==> config.mk <==
export PLATFORM = sky130hd
export DESIGN_NAME = prsq_top
export DESIGN_NICKNAME = d
export VERILOG_FILES = /design/src/prsq_pkg.sv /design/src/prsq_res_if.sv /design/src/prsq_res_slot.sv /design/src/prsq_top.sv
export VERILOG_INCLUDE_DIRS = /design/src
export SDC_FILE = /design/constraint.sdc
export NUM_CORES = 1
export LEC_CHECK = 0
export ABC_AREA = 1
export BUFFER_PORTS_ARGS = -buffer_cell sky130_fd_sc_hd__buf_2
export CORE_ASPECT_RATIO = 1.75
export CORE_MARGIN = 2
export CORE_UTILIZATION = 48
export CTS_CLUSTER_DIAMETER = 40
export DETAILED_ROUTE_END_ITERATION = 16
export PLACE_DENSITY_LB_ADDON = 0.25
export SLEW_MARGIN = 20
export SYNTH_ARGS = -nofsm -noshare
export SYNTH_HDL_FRONTEND = slang
export SYNTH_SLANG_ARGS = --single-unit
==> constraint.sdc <==
create_clock -name i_clk -period 9 [get_ports i_clk]
set_input_delay 1.8 -clock i_clk [delete_from_list [all_inputs] [get_ports i_clk]]
set_output_delay 1.8 -clock i_clk [all_outputs]
set_load 0.005 [all_outputs]
==> src/prsq_defines.svh <==
// Purpose: offsets, field positions, reset values and timing for prsq
// Assumes: 32-bit classic wishbone, byte addresses
// Notes: definitions only
`ifndef PRSQ_DEFINES_SVH
`define PRSQ_DEFINES_SVH

// ****************************************************************
// timing
// ****************************************************************
`define PRSQ_CLK_HZ 50000000
`define PRSQ_LPO_HZ 32768

// ****************************************************************
// register offsets
// ****************************************************************
`define PRSQ_OFS_CTRL 8'h00
`define PRSQ_OFS_STATUS 8'h04
`define PRSQ_OFS_MIN 8'h08
`define PRSQ_OFS_FLAGS 8'h0c
`define PRSQ_OFS_CLKMAP 8'h10
`define PRSQ_OFS_RTMR 8'h18
`define PRSQ_OFS_RCFG 8'h40
`define PRSQ_OFS_RTIME 8'h80

// ****************************************************************
// fields and reset values
// ****************************************************************
`define PRSQ_CTRL_PD_B 0
`define PRSQ_CTRL_PD_W 1
`define PRSQ_CTRL_DOZE 2
`define PRSQ_CTRL_DEEP 3
`define PRSQ_CTRL_RST 32'h0000_0003
`define PRSQ_RCFG_TON 0
`define PRSQ_RCFG_TOFF 8
`define PRSQ_RCFG_DEP 16
`define PRSQ_FLAGS_PEND 8
`define PRSQ_RTMR_MASK 16

`endif

==> src/prsq_pkg.sv <==
// Purpose: shared types of the power resource sequencer
// Assumes: nothing
// Notes: numbers live in prsq_defines.svh
package prsq_pkg;
	// per-resource state, always exactly one of four
	typedef enum logic [1:0] {
		RES_OFF,
		RES_TURN_ON,
		RES_ON,
		RES_TURN_OFF
	} prsq_res_state_e;

	// chip power mode
	typedef enum logic [2:0] {
		MODE_OFF,
		MODE_ACTIVE,
		MODE_DOZE,
		MODE_SAVE,
		MODE_DEEP,
		MODE_RESTORE
	} prsq_mode_e;
endpackage

==> src/prsq_res_if.sv <==
// Purpose: link between the sequencer core and one resource slot
// Assumes: one interface per resource
// Notes: seq drives commands, slot answers with state and timer
`timescale 1ns/1ps
interface prsq_res_if #(parameter int P_TW = 8);
	import prsq_pkg::*;
	logic tick;
	logic clear;
	logic start_on;
	logic start_off;
	logic [P_TW-1:0] t_on;
	logic [P_TW-1:0] t_off;
	prsq_res_state_e state;
	logic [P_TW-1:0] timer;

	modport seq (output tick, clear, start_on, start_off, t_on, t_off,
		input state, timer);
	modport slot (input tick, clear, start_on, start_off, t_on, t_off,
		output state, timer);
endinterface

==> src/prsq_res_slot.sv <==
// Purpose: one resource with its turn-on / turn-off timer
// Assumes: tick is a one-cycle low-power clock enable
// Notes: start commands are only given while the timer is idle
`timescale 1ns/1ps
module prsq_res_slot #(
	parameter int P_TW = 8
)(
	input wire logic i_clk,
	input wire logic i_nrst,
	prsq_res_if.slot bus
);
	import prsq_pkg::*;

	// ****************************************************************
	// state and timer
	// ****************************************************************
	// a single process keeps state and timer consistent
	always_ff @(posedge i_clk or negedge i_nrst)
	begin
		if (!i_nrst)
		begin
			bus.state <= RES_OFF;
			bus.timer <= '0;
		end
		else if (bus.clear)
		begin
			bus.state <= RES_OFF;
			bus.timer <= '0;
		end
		else if (bus.tick)
		begin
			if (bus.timer != '0)
			begin
				bus.timer <= bus.timer - P_TW'(1);
				if (bus.timer == P_TW'(1))
				begin
					// flag flips, pending ends
					if (bus.state == RES_TURN_ON)
						bus.state <= RES_ON;
					else
						bus.state <= RES_OFF;
				end
			end
			else if (bus.start_on)
			begin
				if (bus.t_on == '0)
					bus.state <= RES_ON;
				else
				begin
					bus.state <= RES_TURN_ON;
					bus.timer <= bus.t_on;
				end
			end
			else if (bus.start_off)
			begin
				if (bus.t_off == '0)
					bus.state <= RES_OFF;
				else
				begin
					bus.state <= RES_TURN_OFF;
					bus.timer <= bus.t_off;
				end
			end
		end
	end
endmodule

==> src/prsq_top.sv <==
// Purpose: power resource sequencer with power-on gating and modes
// Assumes: 50 MHz clock, inputs synchronous, classic wishbone slave
// Notes: low-power clock is an enable pulse from a phase accumulator
// Functional notes
// either power-on input enables core regulators
// regulators off only when both inputs low
// wireless power-on input controls wireless reset
// pull-downs on after reset, software disables
// requests: clocks, minimum mask, request timers
// clock requests map to resource sets
// each resource in exactly one of four states
// timer zero when stable, nonzero in transition
// load turn-on or turn-off delay on change
// timer decrements per low-power tick, then settles
// zero delay switches state immediately
// required set recomputed every sequencer tick
// timer expiry clears pending, inverts on flag
// disable when on, unrequested, no powered dependents
// enable when off, requested, dependencies all on
// doze stops main clocks, sequencer keeps running
// save core state before deep-sleep power off
// restore on interrupt, host resume, timer expiry
// outside logic re-enables regulators after power-down
// shutdown tristates outputs, disables most inputs
// power-up from shutdown retains no state
// delays and dependencies held in programmable storage
// request timers count low-power ticks, assert requests
//
// The Wishbone slave port and the register offsets were left to the implementer.
`timescale 1ns/1ps
`include "prsq_defines.svh"
module prsq_top #(
	parameter int P_NRES = 8,
	parameter int P_TW = 8,
	parameter int P_NTMR = 2,
	parameter int P_CLK_HZ = `PRSQ_CLK_HZ,
	parameter int P_LPO_INC = `PRSQ_LPO_HZ
)(
	input wire logic i_clk,
	input wire logic i_nrst,
	input wire logic i_wb_cyc,
	input wire logic i_wb_stb,
	input wire logic i_wb_we,
	input wire logic [7:0] i_wb_adr,
	input wire logic [31:0] i_wb_dat,
	input wire logic [3:0] i_wb_sel,
	output logic [31:0] o_wb_dat,
	output logic o_wb_ack,
	input wire logic i_radio_b_power_on,
	input wire logic i_radio_w_power_on,
	input wire logic [1:0] i_clk_req,
	input wire logic i_ext_irq,
	input wire logic i_host_resume,
	output logic o_core_switching_regulator_en,
	output logic o_core_linear_regulator_en,
	output logic o_low_noise_linear_regulator_en,
	output logic o_radio_w_rst_n,
	output logic o_radio_b_pulldown_en,
	output logic o_radio_w_pulldown_en,
	output logic [P_NRES-1:0] o_resource_on_flag,
	output logic [P_NRES-1:0] o_resource_in_transition_flag,
	output logic o_main_clk_en,
	output logic o_core_power_en,
	output logic o_retention_save,
	output logic o_retention_restore,
	output logic o_io_tristate,
	output logic o_input_en
);
	import prsq_pkg::*;

	// ****************************************************************
	// parameter checks
	// ****************************************************************
	// field layout leaves eight bits for masks and delays
	if (P_NRES < 1 || P_NRES > 8 || P_TW < 1 || P_TW > 8 ||
		P_NTMR < 1 || P_NTMR > 4 || P_LPO_INC < 1 ||
		P_LPO_INC >= P_CLK_HZ)
	begin : g_bad
		$error("prsq_top: unsupported parameter values");
	end

	localparam int AW = $clog2(P_CLK_HZ) + 1;
	localparam int NCLK = 2;

	// ****************************************************************
	// low-power clock enable
	// ****************************************************************
	logic [AW-1:0] lpo_acc;
	logic lpo_tick;
	logic [AW-1:0] next_lpo_acc;
	// fractional divide keeps the average rate exact
	assign next_lpo_acc = lpo_acc + AW'(P_LPO_INC);
	always_ff @(posedge i_clk or negedge i_nrst)
	begin
		if (!i_nrst)
		begin
			lpo_acc <= '0;
			lpo_tick <= 1'b0;
		end
		else if (next_lpo_acc >= AW'(P_CLK_HZ))
		begin
			lpo_acc <= next_lpo_acc - AW'(P_CLK_HZ);
			lpo_tick <= 1'b1;
		end
		else
		begin
			lpo_acc <= next_lpo_acc;
			lpo_tick <= 1'b0;
		end
	end

	// ****************************************************************
	// power-on gating
	// ****************************************************************
	logic pwr_any;
	logic pwr_any_d;
	logic shut_clr;
	assign pwr_any = i_radio_b_power_on | i_radio_w_power_on;
	// power-down holds registers, timers and slots at reset like a fresh power-up
	assign shut_clr = !pwr_any;
	always_ff @(posedge i_clk or negedge i_nrst)
	begin
		if (!i_nrst)
			pwr_any_d <= 1'b0;
		else
			pwr_any_d <= pwr_any;
	end

	// regulator enables and wireless reset follow the pins
	always_ff @(posedge i_clk or negedge i_nrst)
	begin
		if (!i_nrst)
		begin
			o_core_switching_regulator_en <= 1'b0;
			o_core_linear_regulator_en <= 1'b0;
			o_low_noise_linear_regulator_en <= 1'b0;
			o_radio_w_rst_n <= 1'b0;
			o_io_tristate <= 1'b1;
			o_input_en <= 1'b0;
		end
		else
		begin
			o_core_switching_regulator_en <= pwr_any;
			o_core_linear_regulator_en <= pwr_any;
			o_low_noise_linear_regulator_en <= pwr_any;
			o_radio_w_rst_n <= i_radio_w_power_on;
			o_io_tristate <= !pwr_any;
			o_input_en <= pwr_any;
		end
	end

	// ****************************************************************
	// programmable storage
	// ****************************************************************
	logic [31:0] ctrl;
	logic [P_NRES-1:0] min_mask;
	logic [P_NRES-1:0] clk_map [NCLK];
	logic [15:0] rtmr_cnt [P_NTMR];
	logic [P_NRES-1:0] rtmr_mask [P_NTMR];
	logic [P_TW-1:0] cfg_ton [P_NRES];
	logic [P_TW-1:0] cfg_toff [P_NRES];
	logic [P_NRES-1:0] cfg_dep [P_NRES];
	logic wb_wr;
	logic [31:0] wmask;
	logic [31:0] wval;
	logic mode_take;
	logic tmr_expire;

	assign wb_wr = i_wb_cyc & i_wb_stb & i_wb_we & !o_wb_ack;
	assign wmask = {{8{i_wb_sel[3]}}, {8{i_wb_sel[2]}},
		{8{i_wb_sel[1]}}, {8{i_wb_sel[0]}}};

	// byte lanes merge into the stored word
	function automatic logic [31:0] merge(input logic [31:0] old_v,
		input logic [31:0] new_v, input logic [31:0] m);
		merge = (old_v & ~m) | (new_v & m);
	endfunction

	// control, minimum mask and clock map registers
	always_ff @(posedge i_clk or negedge i_nrst)
	begin
		if (!i_nrst)
		begin
			ctrl <= `PRSQ_CTRL_RST;
			min_mask <= '0;
			for (int k = 0; k < NCLK; k++)
				clk_map[k] <= '0;
		end
		else if (shut_clr)
		begin
			ctrl <= `PRSQ_CTRL_RST;
			min_mask <= '0;
			for (int k = 0; k < NCLK; k++)
				clk_map[k] <= '0;
		end
		else
		begin
			// mode requests self-clear once the mode machine takes them
			if (mode_take)
			begin
				ctrl[`PRSQ_CTRL_DOZE] <= 1'b0;
				ctrl[`PRSQ_CTRL_DEEP] <= 1'b0;
			end
			if (wb_wr && i_wb_adr == `PRSQ_OFS_CTRL)
				ctrl <= merge(ctrl, i_wb_dat, wmask) & 32'h0000_000f;
			if (wb_wr && i_wb_adr == `PRSQ_OFS_MIN)
				min_mask <= P_NRES'(merge(32'(min_mask), i_wb_dat, wmask));
			for (int k = 0; k < NCLK; k++)
				if (wb_wr && i_wb_adr == `PRSQ_OFS_CLKMAP + 8'(4 * k))
					clk_map[k] <= P_NRES'(merge(32'(clk_map[k]),
						i_wb_dat, wmask));
		end
	end

	// per-resource delays and dependency masks
	always_ff @(posedge i_clk or negedge i_nrst)
	begin
		if (!i_nrst)
		begin
			for (int i = 0; i < P_NRES; i++)
			begin
				cfg_ton[i] <= '0;
				cfg_toff[i] <= '0;
				cfg_dep[i] <= '0;
			end
		end
		else
		begin
			for (int i = 0; i < P_NRES; i++)
				if (shut_clr)
				begin
					cfg_ton[i] <= '0;
					cfg_toff[i] <= '0;
					cfg_dep[i] <= '0;
				end
				else if (wb_wr && i_wb_adr == `PRSQ_OFS_RCFG + 8'(4 * i))
				begin
					// ton, toff and dependency mask in one word
					cfg_ton[i] <= P_TW'(merge(32'(cfg_ton[i]), i_wb_dat,
						wmask) >> `PRSQ_RCFG_TON);
					cfg_toff[i] <= P_TW'(merge(32'(cfg_toff[i]) <<
						`PRSQ_RCFG_TOFF, i_wb_dat, wmask) >>
						`PRSQ_RCFG_TOFF);
					cfg_dep[i] <= P_NRES'(merge(32'(cfg_dep[i]) <<
						`PRSQ_RCFG_DEP, i_wb_dat, wmask) >>
						`PRSQ_RCFG_DEP);
				end
		end
	end

	// request timers: a write starts them, each tick counts down
	logic [P_NTMR-1:0] tmr_hit;
	always_ff @(posedge i_clk or negedge i_nrst)
	begin
		if (!i_nrst)
		begin
			for (int k = 0; k < P_NTMR; k++)
			begin
				rtmr_cnt[k] <= '0;
				rtmr_mask[k] <= '0;
			end
			tmr_hit <= '0;
		end
		else
		begin
			for (int k = 0; k < P_NTMR; k++)
			begin
				tmr_hit[k] <= 1'b0;
				if (shut_clr)
				begin
					rtmr_cnt[k] <= '0;
					rtmr_mask[k] <= '0;
				end
				else if (wb_wr && i_wb_adr == `PRSQ_OFS_RTMR + 8'(4 * k))
				begin
					rtmr_cnt[k] <= 16'(merge(32'(rtmr_cnt[k]), i_wb_dat,
						wmask));
					rtmr_mask[k] <= P_NRES'(merge(32'(rtmr_mask[k]) <<
						`PRSQ_RTMR_MASK, i_wb_dat, wmask) >>
						`PRSQ_RTMR_MASK);
				end
				else if (lpo_tick && rtmr_cnt[k] != '0)
				begin
					rtmr_cnt[k] <= rtmr_cnt[k] - 16'h0001;
					tmr_hit[k] <= (rtmr_cnt[k] == 16'h0001);
				end
			end
		end
	end
	assign tmr_expire = |tmr_hit;

	// ****************************************************************
	// resource sequencing
	// ****************************************************************
	prsq_res_if #(.P_TW(P_TW)) res_if [P_NRES] ();
	logic [P_NRES-1:0] on_now;
	logic [P_NRES-1:0] pend_now;
	logic [P_NRES-1:0] req_raw;
	logic [P_NRES-1:0] req_all;
	logic [P_NRES-1:0] en_go;
	logic [P_NRES-1:0] dis_go;

	// gather requests and close them over the dependency table
	always_comb
	begin
		req_raw = min_mask;
		for (int k = 0; k < NCLK; k++)
			if (i_clk_req[k])
				req_raw = req_raw | clk_map[k];
		for (int k = 0; k < P_NTMR; k++)
			if (rtmr_cnt[k] != '0)
				req_raw = req_raw | rtmr_mask[k];
		req_all = req_raw;
		for (int n = 0; n < P_NRES; n++)
			for (int i = 0; i < P_NRES; i++)
				if (req_all[i])
					req_all = req_all | cfg_dep[i];
	end

	// enable and disable decisions for every resource
	always_comb
	begin
		for (int i = 0; i < P_NRES; i++)
		begin
			dis_go[i] = on_now[i] && !req_all[i];
			for (int j = 0; j < P_NRES; j++)
				if (cfg_dep[j][i] && (on_now[j] || pend_now[j]))
					dis_go[i] = 1'b0;
			en_go[i] = !on_now[i] && !pend_now[i] && req_all[i] &&
				((cfg_dep[i] & ~(on_now & ~pend_now)) == '0);
		end
	end

	for (genvar g = 0; g < P_NRES; g++)
	begin : g_res
		assign res_if[g].tick = lpo_tick;
		assign res_if[g].clear = shut_clr;
		assign res_if[g].start_on = en_go[g];
		assign res_if[g].start_off = dis_go[g] && !pend_now[g];
		assign res_if[g].t_on = cfg_ton[g];
		assign res_if[g].t_off = cfg_toff[g];
		// four-state enum keeps the states exclusive
		assign on_now[g] = (res_if[g].state == RES_ON) ||
			(res_if[g].state == RES_TURN_OFF);
		assign pend_now[g] = res_if[g].timer != '0;
		prsq_res_slot #(.P_TW(P_TW)) u_slot (
			.i_clk(i_clk),
			.i_nrst(i_nrst),
			.bus(res_if[g])
		);
	end

	// flags to the outside, one register stage
	always_ff @(posedge i_clk or negedge i_nrst)
	begin
		if (!i_nrst)
		begin
			o_resource_on_flag <= '0;
			o_resource_in_transition_flag <= '0;
		end
		else
		begin
			o_resource_on_flag <= on_now;
			o_resource_in_transition_flag <= pend_now;
		end
	end

	// ****************************************************************
	// power modes
	// ****************************************************************
	prsq_mode_e mode;
	logic wake;
	assign wake = i_ext_irq | i_host_resume | tmr_expire;
	assign mode_take = (mode == MODE_ACTIVE) &&
		(ctrl[`PRSQ_CTRL_DOZE] || ctrl[`PRSQ_CTRL_DEEP]);

	// save takes one cycle before core power drops, restore one cycle before the main clock returns
	always_ff @(posedge i_clk or negedge i_nrst)
	begin
		if (!i_nrst)
			mode <= MODE_OFF;
		else if (!pwr_any)
			mode <= MODE_OFF;
		else
			unique case (mode)
				MODE_OFF: mode <= MODE_ACTIVE;
				MODE_ACTIVE:
					if (ctrl[`PRSQ_CTRL_DEEP])
						mode <= MODE_SAVE;
					else if (ctrl[`PRSQ_CTRL_DOZE])
						mode <= MODE_DOZE;
				MODE_DOZE:
					if (wake || i_clk_req != '0)
						mode <= MODE_ACTIVE;
				MODE_SAVE: mode <= MODE_DEEP;
				MODE_DEEP:
					if (wake)
						mode <= MODE_RESTORE;
				MODE_RESTORE: mode <= MODE_ACTIVE;
			endcase
	end

	// mode outputs
	always_ff @(posedge i_clk or negedge i_nrst)
	begin
		if (!i_nrst)
		begin
			o_main_clk_en <= 1'b0;
			o_core_power_en <= 1'b0;
			o_retention_save <= 1'b0;
			o_retention_restore <= 1'b0;
		end
		else
		begin
			// main clock drops with core power when both pins fall
			o_main_clk_en <= pwr_any && (mode == MODE_ACTIVE);
			o_core_power_en <= pwr_any && mode != MODE_DEEP &&
				mode != MODE_OFF;
			o_retention_save <= (mode == MODE_SAVE);
			o_retention_restore <= (mode == MODE_RESTORE);
		end
	end

	// pull-downs follow their control bits
	always_ff @(posedge i_clk or negedge i_nrst)
	begin
		if (!i_nrst)
		begin
			o_radio_b_pulldown_en <= 1'b1;
			o_radio_w_pulldown_en <= 1'b1;
		end
		else
		begin
			o_radio_b_pulldown_en <= ctrl[`PRSQ_CTRL_PD_B];
			o_radio_w_pulldown_en <= ctrl[`PRSQ_CTRL_PD_W];
		end
	end

	// ****************************************************************
	// wishbone answer
	// ****************************************************************
	// interface arrays cannot be indexed by a loop variable
	logic [1:0] res_if_state [P_NRES];
	logic [P_TW-1:0] res_if_timer [P_NRES];
	for (genvar g = 0; g < P_NRES; g++)
	begin : g_rd
		assign res_if_state[g] = 2'(res_if[g].state);
		assign res_if_timer[g] = res_if[g].timer;
	end

	logic [31:0] rd_val;
	always_comb
	begin
		rd_val = 32'h0000_0000; // unmapped reads zero
		if (i_wb_adr == `PRSQ_OFS_CTRL)
			rd_val = ctrl;
		if (i_wb_adr == `PRSQ_OFS_STATUS)
			rd_val = {26'h0, pwr_any_d, i_radio_w_power_on,
				i_radio_b_power_on, 3'(mode)};
		if (i_wb_adr == `PRSQ_OFS_MIN)
			rd_val = 32'(min_mask);
		if (i_wb_adr == `PRSQ_OFS_FLAGS)
			rd_val = (32'(pend_now) << `PRSQ_FLAGS_PEND) | 32'(on_now);
		for (int k = 0; k < NCLK; k++)
			if (i_wb_adr == `PRSQ_OFS_CLKMAP + 8'(4 * k))
				rd_val = 32'(clk_map[k]);
		for (int k = 0; k < P_NTMR; k++)
			if (i_wb_adr == `PRSQ_OFS_RTMR + 8'(4 * k))
				rd_val = (32'(rtmr_mask[k]) << `PRSQ_RTMR_MASK) |
					32'(rtmr_cnt[k]);
		for (int i = 0; i < P_NRES; i++)
		begin
			if (i_wb_adr == `PRSQ_OFS_RCFG + 8'(4 * i))
				rd_val = (32'(cfg_dep[i]) << `PRSQ_RCFG_DEP) |
					(32'(cfg_toff[i]) << `PRSQ_RCFG_TOFF) | 32'(cfg_ton[i]);
			if (i_wb_adr == `PRSQ_OFS_RTIME + 8'(4 * i))
				rd_val = (32'(res_if_state[i]) << 8) | 32'(res_if_timer[i]);
		end
	end

	// one wait state, ack for one cycle, then drop
	always_ff @(posedge i_clk or negedge i_nrst)
	begin
		if (!i_nrst)
		begin
			o_wb_ack <= 1'b0;
			o_wb_dat <= '0;
		end
		else
		begin
			o_wb_ack <= i_wb_cyc & i_wb_stb & !o_wb_ack;
			o_wb_dat <= rd_val;
		end
	end
endmodule

After elaboration in Yosys (flattened, before gate mapping) --
Index checks and enable logic that the tools add are counted.
Operators by class: eq/ne operators 116, bitwise gates (word level) 179, mux-type cells 364, reduce and logical (&&, ||, !) cells 225, order comparisons 1, $add $sub $neg 12
Operator list (number):
- $mux W8 | 180
- $mux W32 | 26
- $or A8 B8 Y8 | 79
- $and A24 B24 Y24 | 11
- $or A24 B16 Y24 | 10
- $or A24 B24 Y24 | 10
- $logic_not A8 Y1 | 25
- $or A24 B8 Y24 | 8
- $and A16 B16 Y16 | 10
- $and A8 B8 Y8 | 20
- $or A16 B16 Y16 | 10
- $mux W2 | 73
- $logic_and A1 B1 Y1 | 124
- $mux W16 | 7
- $or A10 B8 Y10 | 8
- $mux W1 | 71
- $eq A8 B1 Y1 const B | 8
- $eq A8 B7 Y1 const B | 8
- $eq A8 B8 Y1 const B | 8
- $reduce_bool A8 Y1 | 8
- $sub A8 B1 Y8 const B | 8
- $ne A4 B4 Y1 const B | 9
- $eq A16 B1 Y1 const B | 2
- $eq A2 B2 Y1 const B | 16
- 37 further kinds | 158
Word-level totals: register bits after elaboration 467, output and inout bits 61, logic and storage cells 963, bits of input ports 55

Depth between registers and ports, before layout --
Gate-level depths: netlist of the first run.
word-level depth 152, gate-level depth with buffers 113, gate-level depth less buffers 113

Cells and area by module --
A second synthesis of the first run with hierarchy kept.
Unflattened totals: cell total of the unflattened synthesis 4036, area total of the unflattened synthesis 29535.8 µm²
By module, submodules not included:
- prsq_top | times used 1, sequential area each 8639.5 µm², area each 22038.6 µm², cells an instance 2852
- prsq_res_slot | times used 8, sequential area each 250.2 µm², area each 937.1 µm², cells an instance 148

Least setup slack after synthesis of the first run --
No wires, ideal clock.
path kind in2reg, start point input i_clk_req[0], end point register g_res[5].u_slot.bus.timer[1], setup time 0.116 ns, path slack -1.320 ns, data arrival time 10.204 ns, path buffers 1, required time 8.884 ns, cell stages on the path 90, path through buf_2 -> a21oi_1 -> a21boi_1 -> nand3_4 -> nand2_4 -> nand2_2 -> a21oi_2 -> nand2_4 -> nand2_2 -> nand2_2 -> nand2_2 -> nand2_4 -> a21oi_2 -> nand2_4 -> nand2_1 -> nand2_4 -> a21oi_2 -> nand2_4 -> [... 54 more ...] -> nand2_2 -> nand2_4 -> nand2_2 -> nand2_4 -> a21oi_2 -> nand2_4 -> nand2_4 -> nand2_8 -> nand2_2 -> nand2_2 -> nand2_2 -> nand3_1 -> nand2_2 -> inv_2 -> nand2_8 -> inv_4 -> nand2_1 -> nand2_1
On the way: word-level cells in the longest chain between the ends 148, elaborated cells between the ends (all ways) 156, classes of those cells eq/ne (3); mux (80); bitwise (67); reduce/logical (6)
Ends and longest elaborated chain:
- start, declared | line prsq_top.sv:51 | input wire logic [1:0] i_clk_req,
- $mux W8 (*) | line prsq_top.sv:308 | if (i_clk_req[k])
- $or A8 B8 Y8 | line prsq_top.sv:309 | req_raw = req_raw | clk_map[k];
- $mux W8 (*) | line prsq_top.sv:308
- $or A8 B8 Y8 | line prsq_top.sv:312 | req_raw = req_raw | rtmr_mask[k];
- $mux W8 (*) | line prsq_top.sv:311 | if (rtmr_cnt[k] != '0)
- $or A8 B8 Y8 | line prsq_top.sv:312
- $mux W8 (*) | line prsq_top.sv:311
- $or A8 B8 Y8 | line prsq_top.sv:317 | req_all = req_all | cfg_dep[i];
- [... 125 more ...]
- $or A8 B8 Y8 | line prsq_top.sv:317
- $mux W8 (*) | line prsq_top.sv:316 | if (req_all[i])
- $logic_not A1 Y1 | line prsq_top.sv:325 | dis_go[i] = on_now[i] && !req_all[i];
- $logic_and A1 B1 Y1 | line prsq_top.sv:325
- $mux W1 (8 in a row) | line prsq_top.sv:327 | if (cfg_dep[j][i] && (on_now[j] || pend_now[j]))
- $logic_and A1 B1 Y1 | line prsq_top.sv:339 | assign res_if[g].start_off = dis_go[g] && !pend_now[g];
- $ne A4 B1 Y1 (no source line)
- $reduce_and A4 Y1 (no source line)
- end signal, assigned | line prsq_res_slot.sv:34 | bus.timer <= bus.timer - P_TW'(1);
- end signal, assigned | line prsq_res_slot.sv:51 | bus.timer <= bus.t_on;
- end signal, assigned | line prsq_res_slot.sv:61 | bus.timer <= bus.t_off;
- end, declared | line prsq_res_if.sv:19 | output state, timer);
Mark *: on every way between the ends. The rest lies on a longest branch, timed or not. The select of a mux whose other input is x is not followed. A chain may end at the register's enable or synchronous reset.

Worst setup path in the final report of the first run --
start point input i_clk_req[0], end point register g_res[4].u_slot.bus.state[0]
On the way: word-level cells in the longest chain between the ends 148, elaborated cells between the ends (all ways) 154, classes of those cells eq/ne (1); mux (80); bitwise (67); reduce/logical (6)
Ends and longest elaborated chain:
- $mux W8 (*) | line prsq_top.sv:308
- $or A8 B8 Y8 | line prsq_top.sv:309
- $mux W8 (*) | line prsq_top.sv:308
- $or A8 B8 Y8 | line prsq_top.sv:312
- $mux W8 (*) | line prsq_top.sv:311
- $or A8 B8 Y8 | line prsq_top.sv:312
- $mux W8 (*) | line prsq_top.sv:311
- $or A8 B8 Y8 | line prsq_top.sv:317
- [... 125 more ...]
- $or A8 B8 Y8 | line prsq_top.sv:317
- $mux W8 (*) | line prsq_top.sv:316
- $logic_not A1 Y1 | line prsq_top.sv:325
- $logic_and A1 B1 Y1 | line prsq_top.sv:325
- $mux W1 (8 in a row) | line prsq_top.sv:327
- $logic_and A1 B1 Y1 | line prsq_top.sv:339
- $ne A4 B1 Y1 (no source line)
- $reduce_and A3 Y1 (no source line)
- end signal, assigned | line prsq_res_slot.sv:50 | bus.state <= RES_TURN_ON;
- end signal, assigned | line prsq_res_slot.sv:57 | bus.state <= RES_OFF;
- end signal, assigned | line prsq_res_slot.sv:60 | bus.state <= RES_TURN_OFF;
- end, declared | line prsq_res_if.sv:19
Marked as above.

==> results of run 1 <==
-- through the flow --
step           worst slack, ns  instance area (um2)
2_1_floorplan            -1.17                29700
3_3_place_gp             -2.23                32500
3_5_place_dp             -2.40                32500
4_1_cts                  -1.47                35700
5_1_grt                  -2.36                36700
6_report                 -1.82                36700
-- how the worst min path moves through the flow --
stage / start / to / cells past startpoint
6_report: ctrl[1] / o_radio_w_pulldown_en / 0
5_1_grt: ctrl[1] / o_radio_w_pulldown_en / 0
4_1_cts: ctrl[1] / o_radio_w_pulldown_en / 0
3_5_place_dp: ctrl[1] / o_radio_w_pulldown_en / 0
3_3_place_gp: ctrl[0] / o_radio_b_pulldown_en / 0
2_1_floorplan: ctrl[0] / o_radio_b_pulldown_en / 0
-- cell usage in the layout, fill, tap and decap left out, drive strengths merged, types with 4 or more instances in the layout --
| cell | instances |
|---|---|
| a31oi | 27 |
| nor4 | 32 |
| diode | 14 |
| inv | 419 |
| a221oi | 22 |
| o211ai | 36 |
| buf | 478 |
| dfstp | 5 |
| o21ai | 339 |
| xnor2 | 5 |
| clkbuf | 70 |
| a211oi | 17 |
| o2111ai | 36 |
| xor2 | 43 |
| o31ai | 149 |
| nor2 | 390 |
| o221ai | 19 |
| nor3 | 41 |
| a2111oi | 13 |
| clkinv | 39 |
| o21bai | 12 |
| or2 | 19 |
| o22ai | 113 |
| dfrtp | 420 |
| bufinv | 4 |
| nand3b | 4 |
| nand4 | 24 |
| nand3 | 178 |
| nand2 | 1087 |
| a21oi | 349 |
| ha | 24 |
| a21boi | 4 |
-- timing repair --
action	CTS	global route
pin swaps	55	97
buffers inserted	48	24
gates cloned	3	0
hold buffers	0	0
resized for setup	154	173
setup endpoints to repair	80	80
-- layer usage --
layer | global-route usage (%) | part of all wire [%]
met5 | 0 | 0.060
met4 | 44.8 | 12
met3 | 15.3 | 10
met2 | 74.8 | 46
met1 | 49.4 | 32
-- cell usage after synthesis, types with 77 or more instances --
| cell type | instances |
|---|---|
| nand2_1 | 929 |
| nand3_1 | 172 |
| a21oi_1 | 297 |
| dfrtp_1 | 420 |
| nand2_4 | 77 |
| nand2_2 | 77 |
| nor2_1 | 372 |
| o31ai_1 | 149 |
| inv_1 | 389 |
| o22ai_1 | 113 |
| clkbuf_1 | 116 |
| o21ai_0 | 316 |
-- state kept, by name (all words and copies together), names as in the netlist, 2 cells and up --
register,count
cfg_dep,64
clk_map,16
ctrl,4
g_res.u_slot.bus.state,16
g_res.u_slot.bus.timer,64
lpo_acc,20
min_mask,8
mode,3
o_resource_in_transition_flag,8
o_resource_on_flag,8
o_wb_dat,25
res_if.t_off,64
res_if.t_on,64
rtmr_cnt,32
rtmr_mask,16
tmr_hit,2
-- final cells by class --
| class | count | area, um2 |
|---|---|---|
| tap | 786 | 983 |
| clock buffer | 70 | 1580 |
| timing repair buffer | 478 | 3550 |
| fill | 5619 | 23600 |
| multi-input combinational | 3013 | 17800 |
| antenna | 14 | 35.0 |
| inverter | 431 | 1660 |
| clock inverter | 34 | 445 |
| sequential | 425 | 10600 |
-- where the power goes --
part | switching [mW] | internal [mW]
registers | 0.249 | 2.14
clock network | 1.03 | 1.40
logic | 1.82 | 0.955
-- critical path: cells and delay by family --
kind | cells | cell delay [ns]
buffers and inverters | 2 | 0.25
AND/OR/NAND/NOR | 105 | 9.11
AO/OA/AOI/OAI | 2 | 0.19
-- cell families (layout without fill, tap and decap cells) --
kind of cell / after synthesis / in the layout
buffers and inverters: 601 / 1013
DFF: 425 / 425
adders and majority gates: 24 / 24
muxes: 3 / 3
xor gates and xnor gates: 48 / 48
other: 1 / 15
and+or+nand+nor: 1784 / 1787
AOI/OAI and AO/OA: 1150 / 1150
==> metrics.md, run 1 <==
| Metric | Value |
|---|---|
| Reg-to-reg endpoint | g_res[5].u_slot.bus.timer[1] |
| Number of synthesized flops with an enable pin | 0 |
| Final critical-path share of the clock period | 120% |
| Crit path DAT | 11.41 ns |
| Clock Latency Late Sink | roughly 0.66 ns |
| DIE AREA | 63,100 um2 |
| Achievable Freq | 92.4 MHz |
| Worst Clk Skew | 0.0257 ns |
| Crit-path max FO | 7 |
| Pwr/cell area | 207 nW/um2 |
| Max clock buf depth | 3 |
| Vias in the first global route | 32,400 |
| Share of the synthesized area in the top cell type | 35.9% |
| CTS tree | done |
| Max-slew violations | 0 |
| Drt initial violations | roughly 3,600 |
| Clock Sink Count | 425 |
| Syn Inst Count | 4,036 |
| Max-cap violation count | 0 |
| Setup violators final | 80 |
| # port buffers | 106 |
| DRC viols | 0 |
| Min Clock Period, post-route | 10.82 ns |
| DIE WIDTH | between 150 and 200 um |
| CP endpoint kind | register |
| Layout cell share with drive strength beyond 1 | 22.7% |
| Final setup TNS | -139.76 ns |
| Total number of yosys warnings | 0 |
| Worst-Margin Slew | 1.19 ns |
| Main combinational cell family by area after synthesis | simple AND/OR/NAND/NOR gates |
| Slowest cell on crit path | nand2_8 |
| Worst reg-to-reg path cell count | 96 |
| Synth Area in Simple Gates | 27.8% |
| Vias post-DR | 33,300 |
| Leading area contributor after synthesis | dfrtp_1 |
| I/O pins | 116 |
| Antenna violations before repair | 24 |
| Number of CTS-inserted buffers | 56 |
| Worst IR Drop VDD | 0.222 mV |
| Ranking of synthesized cells by area | dfrtp_1 (36%), nand2_1 (12%), o21ai_0 (5.4%) |
| Dpl cells | around 5,100 |
| RSZ-0062 raised after global routing | true |
| CP Class | input pin to register |
| Critical Path Source Type | input pin |
| GP Congestion | approximately 1.1 |
| Synth unique cells | 72 |
| Nets@finish | 4,484 |
| Post-synthesis cell area | 29,300 um2 |
| Drt total wl | 149,000 um |
| Crit path launch | i_clk_req[0] |
| First-pass DRT Iterations | 6 |
| Post-synthesis xor/xnor area fraction | 1.43% |
| CTS H-tree lvls | 2 |
| Hold Crit Class | register to register |
| Data required time at the worst endpoint | 9.59 ns |
| Root Buffer | clkbuf_16 |
| Vias per cell | 6.35 |
| Worst path max stage delay | 0.19 ns |
| Syn Nets | 4,115 |
| Starting Density | 48.6% |
| Drt wl/cell | 28.3 um |
| Hold slack | around 0.38 ns |
| Largest net degree at the start of global routing | between 150 and 200 |
| Slew Limit Headroom | 19.6% |
| Failing checks | negative setup slack |
| Synth Area in Compound Gates | between 20% and 30% |
| Tot Pwr | 7.59 mW |
| GRT overflow | 0 |
| Post-synth ARST share | 100% |
| Final Util | 60.9% |
| Final Hold Vio Count | 0 |
| Area Growth Syn to Fin | 25.3% |
| Total GRT Usage | approximately 47% |
| DP Wirelength | between 100,000 and 150,000 um |
| Clock slew seen by the registers of the worst setup and hold paths | 0.06 ns |
| Final WS setup | -1.82 ns |
| R2r startpoint | rtmr_cnt[23] |
| First-pass GRT wire length | 216,000 um |
| Num rows | between 100 and 150 |
| Ys flop type | dfrtp_1 |
| Reg2Reg Setup Slack | -1.43 ns |
| Worst Setup EP | g_res[4].u_slot.bus.state[0] |
| Status | finished, violations left |
| Top cell by count, worst path | nand2_4 |
| Die Ht | 331 um |
| Seq cells post-synth | approximately 430 |
| Routed Antenna Nets | 0 |
| Total core area | 60,300 um2 |
| Post-synthesis mux area share | 0.107% |
| Avg Inst Size Synth | a little over 7 um2 |
| Pleak | 16.9 nW |
| Register area share after synthesis | between 30% and 40% |
| Final std cells w/o fill | 5,251 |
| Synth Area in Adders | 1.02% |
(Power assumes the default switching activity.)
==> inputs of run 2 (changes only) <==
--- a/config.mk
+++ b/config.mk
@@ -7,14 +7,14 @@
 export NUM_CORES = 1
 export LEC_CHECK = 0
 export ABC_AREA = 1
-export BUFFER_PORTS_ARGS = -buffer_cell sky130_fd_sc_hd__buf_2
 export CORE_ASPECT_RATIO = 1.75
 export CORE_MARGIN = 2
 export CORE_UTILIZATION = 48
 export CTS_CLUSTER_DIAMETER = 40
 export DETAILED_ROUTE_END_ITERATION = 16
+export DONT_BUFFER_PORTS = 1
 export PLACE_DENSITY_LB_ADDON = 0.25
-export SLEW_MARGIN = 20
+export SLEW_MARGIN = 40
 export SYNTH_ARGS = -nofsm -noshare
 export SYNTH_HDL_FRONTEND = slang
 export SYNTH_SLANG_ARGS = --single-unit
==> constraint.sdc (replaced) <==
create_clock -name i_clk -period 13.4 [get_ports i_clk]
set_input_delay 2.68 -clock i_clk [delete_from_list [all_inputs] [get_ports i_clk]]
set_output_delay 2.68 -clock i_clk [all_outputs]
set_load 0.005 [all_outputs]
==> metrics.md, run 2 (synthesis gave the netlist of run 1 again) <==
| Metric | Value |
|---|---|
| Post-Place Setup Slack | 0.349 ns (+2.75 ns) |
| Total GRT Usage | 45.8% (-1.6 points) |
| Crit path launch | i_clk_req[0] |
| Worst Clk Skew | 0.0364 ns (+0.0107 ns) |
| Cell area after layout | 33,000 um2 (-10%) |
| Net Sw Frac | 41.6% (+0.86 points) |
| Starting Density | 48.6% (unchanged) |
| Critical Path Source Type | input pin |
| First-pass DRT Iterations | 6 (unchanged) |
| DRC viols | 0 (unchanged) |
| Psw | 2.00 mW (-35%) |
| Vias in the first global route | 30,400 (-6.2%) |
| Slew Limit Headroom | -30.7% (-50 points) |
| CP Class | input pin to register |
| Max-cap violation count | 0 (unchanged) |
| Reg-to-reg endpoint | g_res[2].u_slot.bus.timer[6] |
| GRT overflow | 0 (unchanged) |
| Max-slew violations | 170 (+170) |
| Num rows | 119 (unchanged) |
| First-pass GRT wire length | 208,000 um (-3.9%) |
| CP endpoint kind | register |
| Pwr/cell area | 146 nW/um2 (-30%) |
| DIE WIDTH | 191 um (unchanged) |
| Drt total wl | 143,000 um (-3.5%) |
| Post-place instance area | 30,900 um2 (-4.9%) |
| Clock Sink Count | 425 (unchanged) |
| # port buffers | 0 (-100%) |
| Most common cell after layout, fill and taps aside | nand2_1 |
| Die Ht | 331 um (unchanged) |
| RSZ-0062 raised after global routing | false |
| CTS H-tree lvls | 2 (unchanged) |
| Worst path max stage delay | 0.45 ns (+0.26 ns) |
| Final critical-path share of the clock period | 94.4% |
| Reg2Reg Setup Slack | 1.88 ns (+3.31 ns) |
| Final setup TNS | 0 ns (+139.76 ns) |
| CTS tree | done |
| Clock slew seen by the registers of the worst setup and hold paths | 0.06 ns (about the same) |
| Crit-path max FO | 9 (+2) |
| I/O pins | 116 (unchanged) |
| Nets@finish | 4,212 (-6.1%) |
| DP Wirelength | 104,000 um (-3.2%) |
| Hold Crit Class | register to register |
| R2r startpoint | rtmr_cnt[0] |
| Achievable Freq | slightly below 80 MHz |
| Largest net degree at the start of global routing | 426 (+150%) |
| Crit path DAT | 13.18 ns (+1.77 ns) |
| Worst reg-to-reg path cell count | 80 (-17%) |
| Cell Int Power | 2.80 mW (-38%) |
| Number of CTS-inserted buffers | 55 (-1.8%) |
| Min Clock Period, post-route | 12.66 ns |
| Area Growth Syn to Fin | 12.6% |
| Layout cell share with drive strength beyond 1 | 14.7% (-8.0 points) |
| Worst-Margin Slew | 1.96 ns (+0.767 ns) |
| Pleak | 14.8 nW (-12%) |
| Slowest cell on crit path | nor2_1 |
| Drt wl/cell | 28.8 um (+1.9%) |
| Root Buffer | clkbuf_16 |
| GP Congestion | 1.12 (+1.2%) |
| Clock Latency Late Sink | 0.66 ns (about the same) |
| Vias per cell | 6.36 (+0.14%) |
| Vias post-DR | 31,600 (-5.1%) |
| Gate power share | 32.7% (-3.8 points) |
| Antenna violations before repair | 10 (-58%) |
| Worst Setup EP | g_res[2].u_slot.bus.timer[6] |
| Hold slack | 0.386 ns (+0.00565 ns) |
| Total core area | 60,300 um2 (unchanged) |
| Data required time at the worst endpoint | 13.92 ns (+4.33 ns) |
| Failing checks | max-slew violations |
| Clock share of power | 33.0% (+1.0 points) |
| Status | finished, violations left |
| Most frequent cells in the layout | nand2_1 (929), dfrtp_1 (420), inv_1 (386) |
| Final Hold Vio Count | 0 (unchanged) |
| Setup violators final | 0 (-100%) |
| Worst IR Drop VDD | 0.135 mV (-39%) |
| Top cell by count, worst path | nand2_4 |
| Routed Antenna Nets | 0 (unchanged) |
| Post-cts sizing count | 0 (-100%) |
| Final WS setup | 0.744 ns (+2.56 ns) |
| DIE AREA | 63,100 um2 (unchanged) |
| Reg power frac | 34.4% (+2.9 points) |
| Filler Cell Count | 5,958 (+6.0%) |
| Max clock buf depth | 3 (unchanged) |
| Drt initial violations | 3,627 (-0.22%) |
| Hold buffers post-CTS | 0 (unchanged) |
| Post-CTS Setup Bufs | 0 (-100%) |
[run 2: cell types whose count changed in the layout (fill, tap and decap cells not counted), moves of 15 or more]
| cell | change |
|---|---|
| buf_6 | -36 |
| a21oi_1 | +28 |
| buf_4 | -128 |
| nand3_1 | +38 |
| a21oi_2 | +20 |
| a21oi_4 | -48 |
| o21ai_0 | +27 |
| nand2_2 | +15 |
| buf_2 | -102 |
| nand2_1 | +49 |
| nand2_4 | -29 |
| nand2_8 | -37 |
| nand3_2 | -28 |
| o21ai_1 | -21 |
[run 2: routing by layer]
| metal | wire [um] | part of all wire, % | global-route usage, % | up-vias |
|---|---|---|---|---|
| met5 | 52 | 0.036 | 0 | - |
| li1 | - | - | - | 14000 |
| met4 | 18000 | 13 | 46.2 | 8 |
| met3 | 13500 | 9.4 | 13.3 | 779 |
| met2 | 64600 | 45 | 71.9 | 1944 |
| met1 | 47300 | 33 | 47.9 | 14900 |
[run 2: worst min path at each step]
stage / slack [ns] / to / start / cells after the start
CTS: 0.39 / o_radio_b_pulldown_en / ctrl[0] / 0
finish: 0.39 / o_radio_w_pulldown_en / ctrl[1] / 0
detailed placement: 0.38 / o_radio_w_pulldown_en / ctrl[1] / 0
global placement: 0.38 / o_radio_w_pulldown_en / ctrl[1] / 0
floorplan: 0.36 / o_radio_b_pulldown_en / ctrl[0] / 0
global route: 0.39 / o_radio_b_pulldown_en / ctrl[0] / 0
[run 2: cell type report]
type                            instances  area (um2)  share of cell area (%)
Multi-Input combinational cell       3010       16100                    48.9
Inverter                              431        1630                    4.93
Clock inverter                         40         448                    1.36
Clock buffer                           64        1490                    4.52
Timing Repair Buffer                  210        1640                    4.97
Antenna cell                            8        20.0                  0.0607
Sequential cell                       425       10600                    32.3
Tap cell                              786         983                    2.98
[run 2: per-stage QoR]
stage	std cells	utilization [%]	power, mW
2_1_floorplan	4036	-	2.65
3_3_place_gp	4860	51.3	3.16
3_5_place_dp	4860	51.3	3.16
4_1_cts	4964	54.5	4.74
5_1_grt	4966	54.7	5.02
6_report	4974	54.7	4.80
[run 2: power by group through the flow]
stage | Combinational, mW | Sequential (mW) | Clock [mW]
after global routing | 1.71 | 1.67 | 1.64
after detailed placement | 1.50 | 1.66 | 0
final | 1.57 | 1.65 | 1.58
after global placement | 1.49 | 1.66 | 0
after floorplan | 1.06 | 1.59 | 0
after CTS | 1.51 | 1.64 | 1.59
[run 2: worst max-delay path: cells and delay by family]
kind	cells	cell delay, ns
buffers and inverters	8	1.18
AOI/OAI and AO/OA	22	4.71
and+or+nand+nor	46	4.59
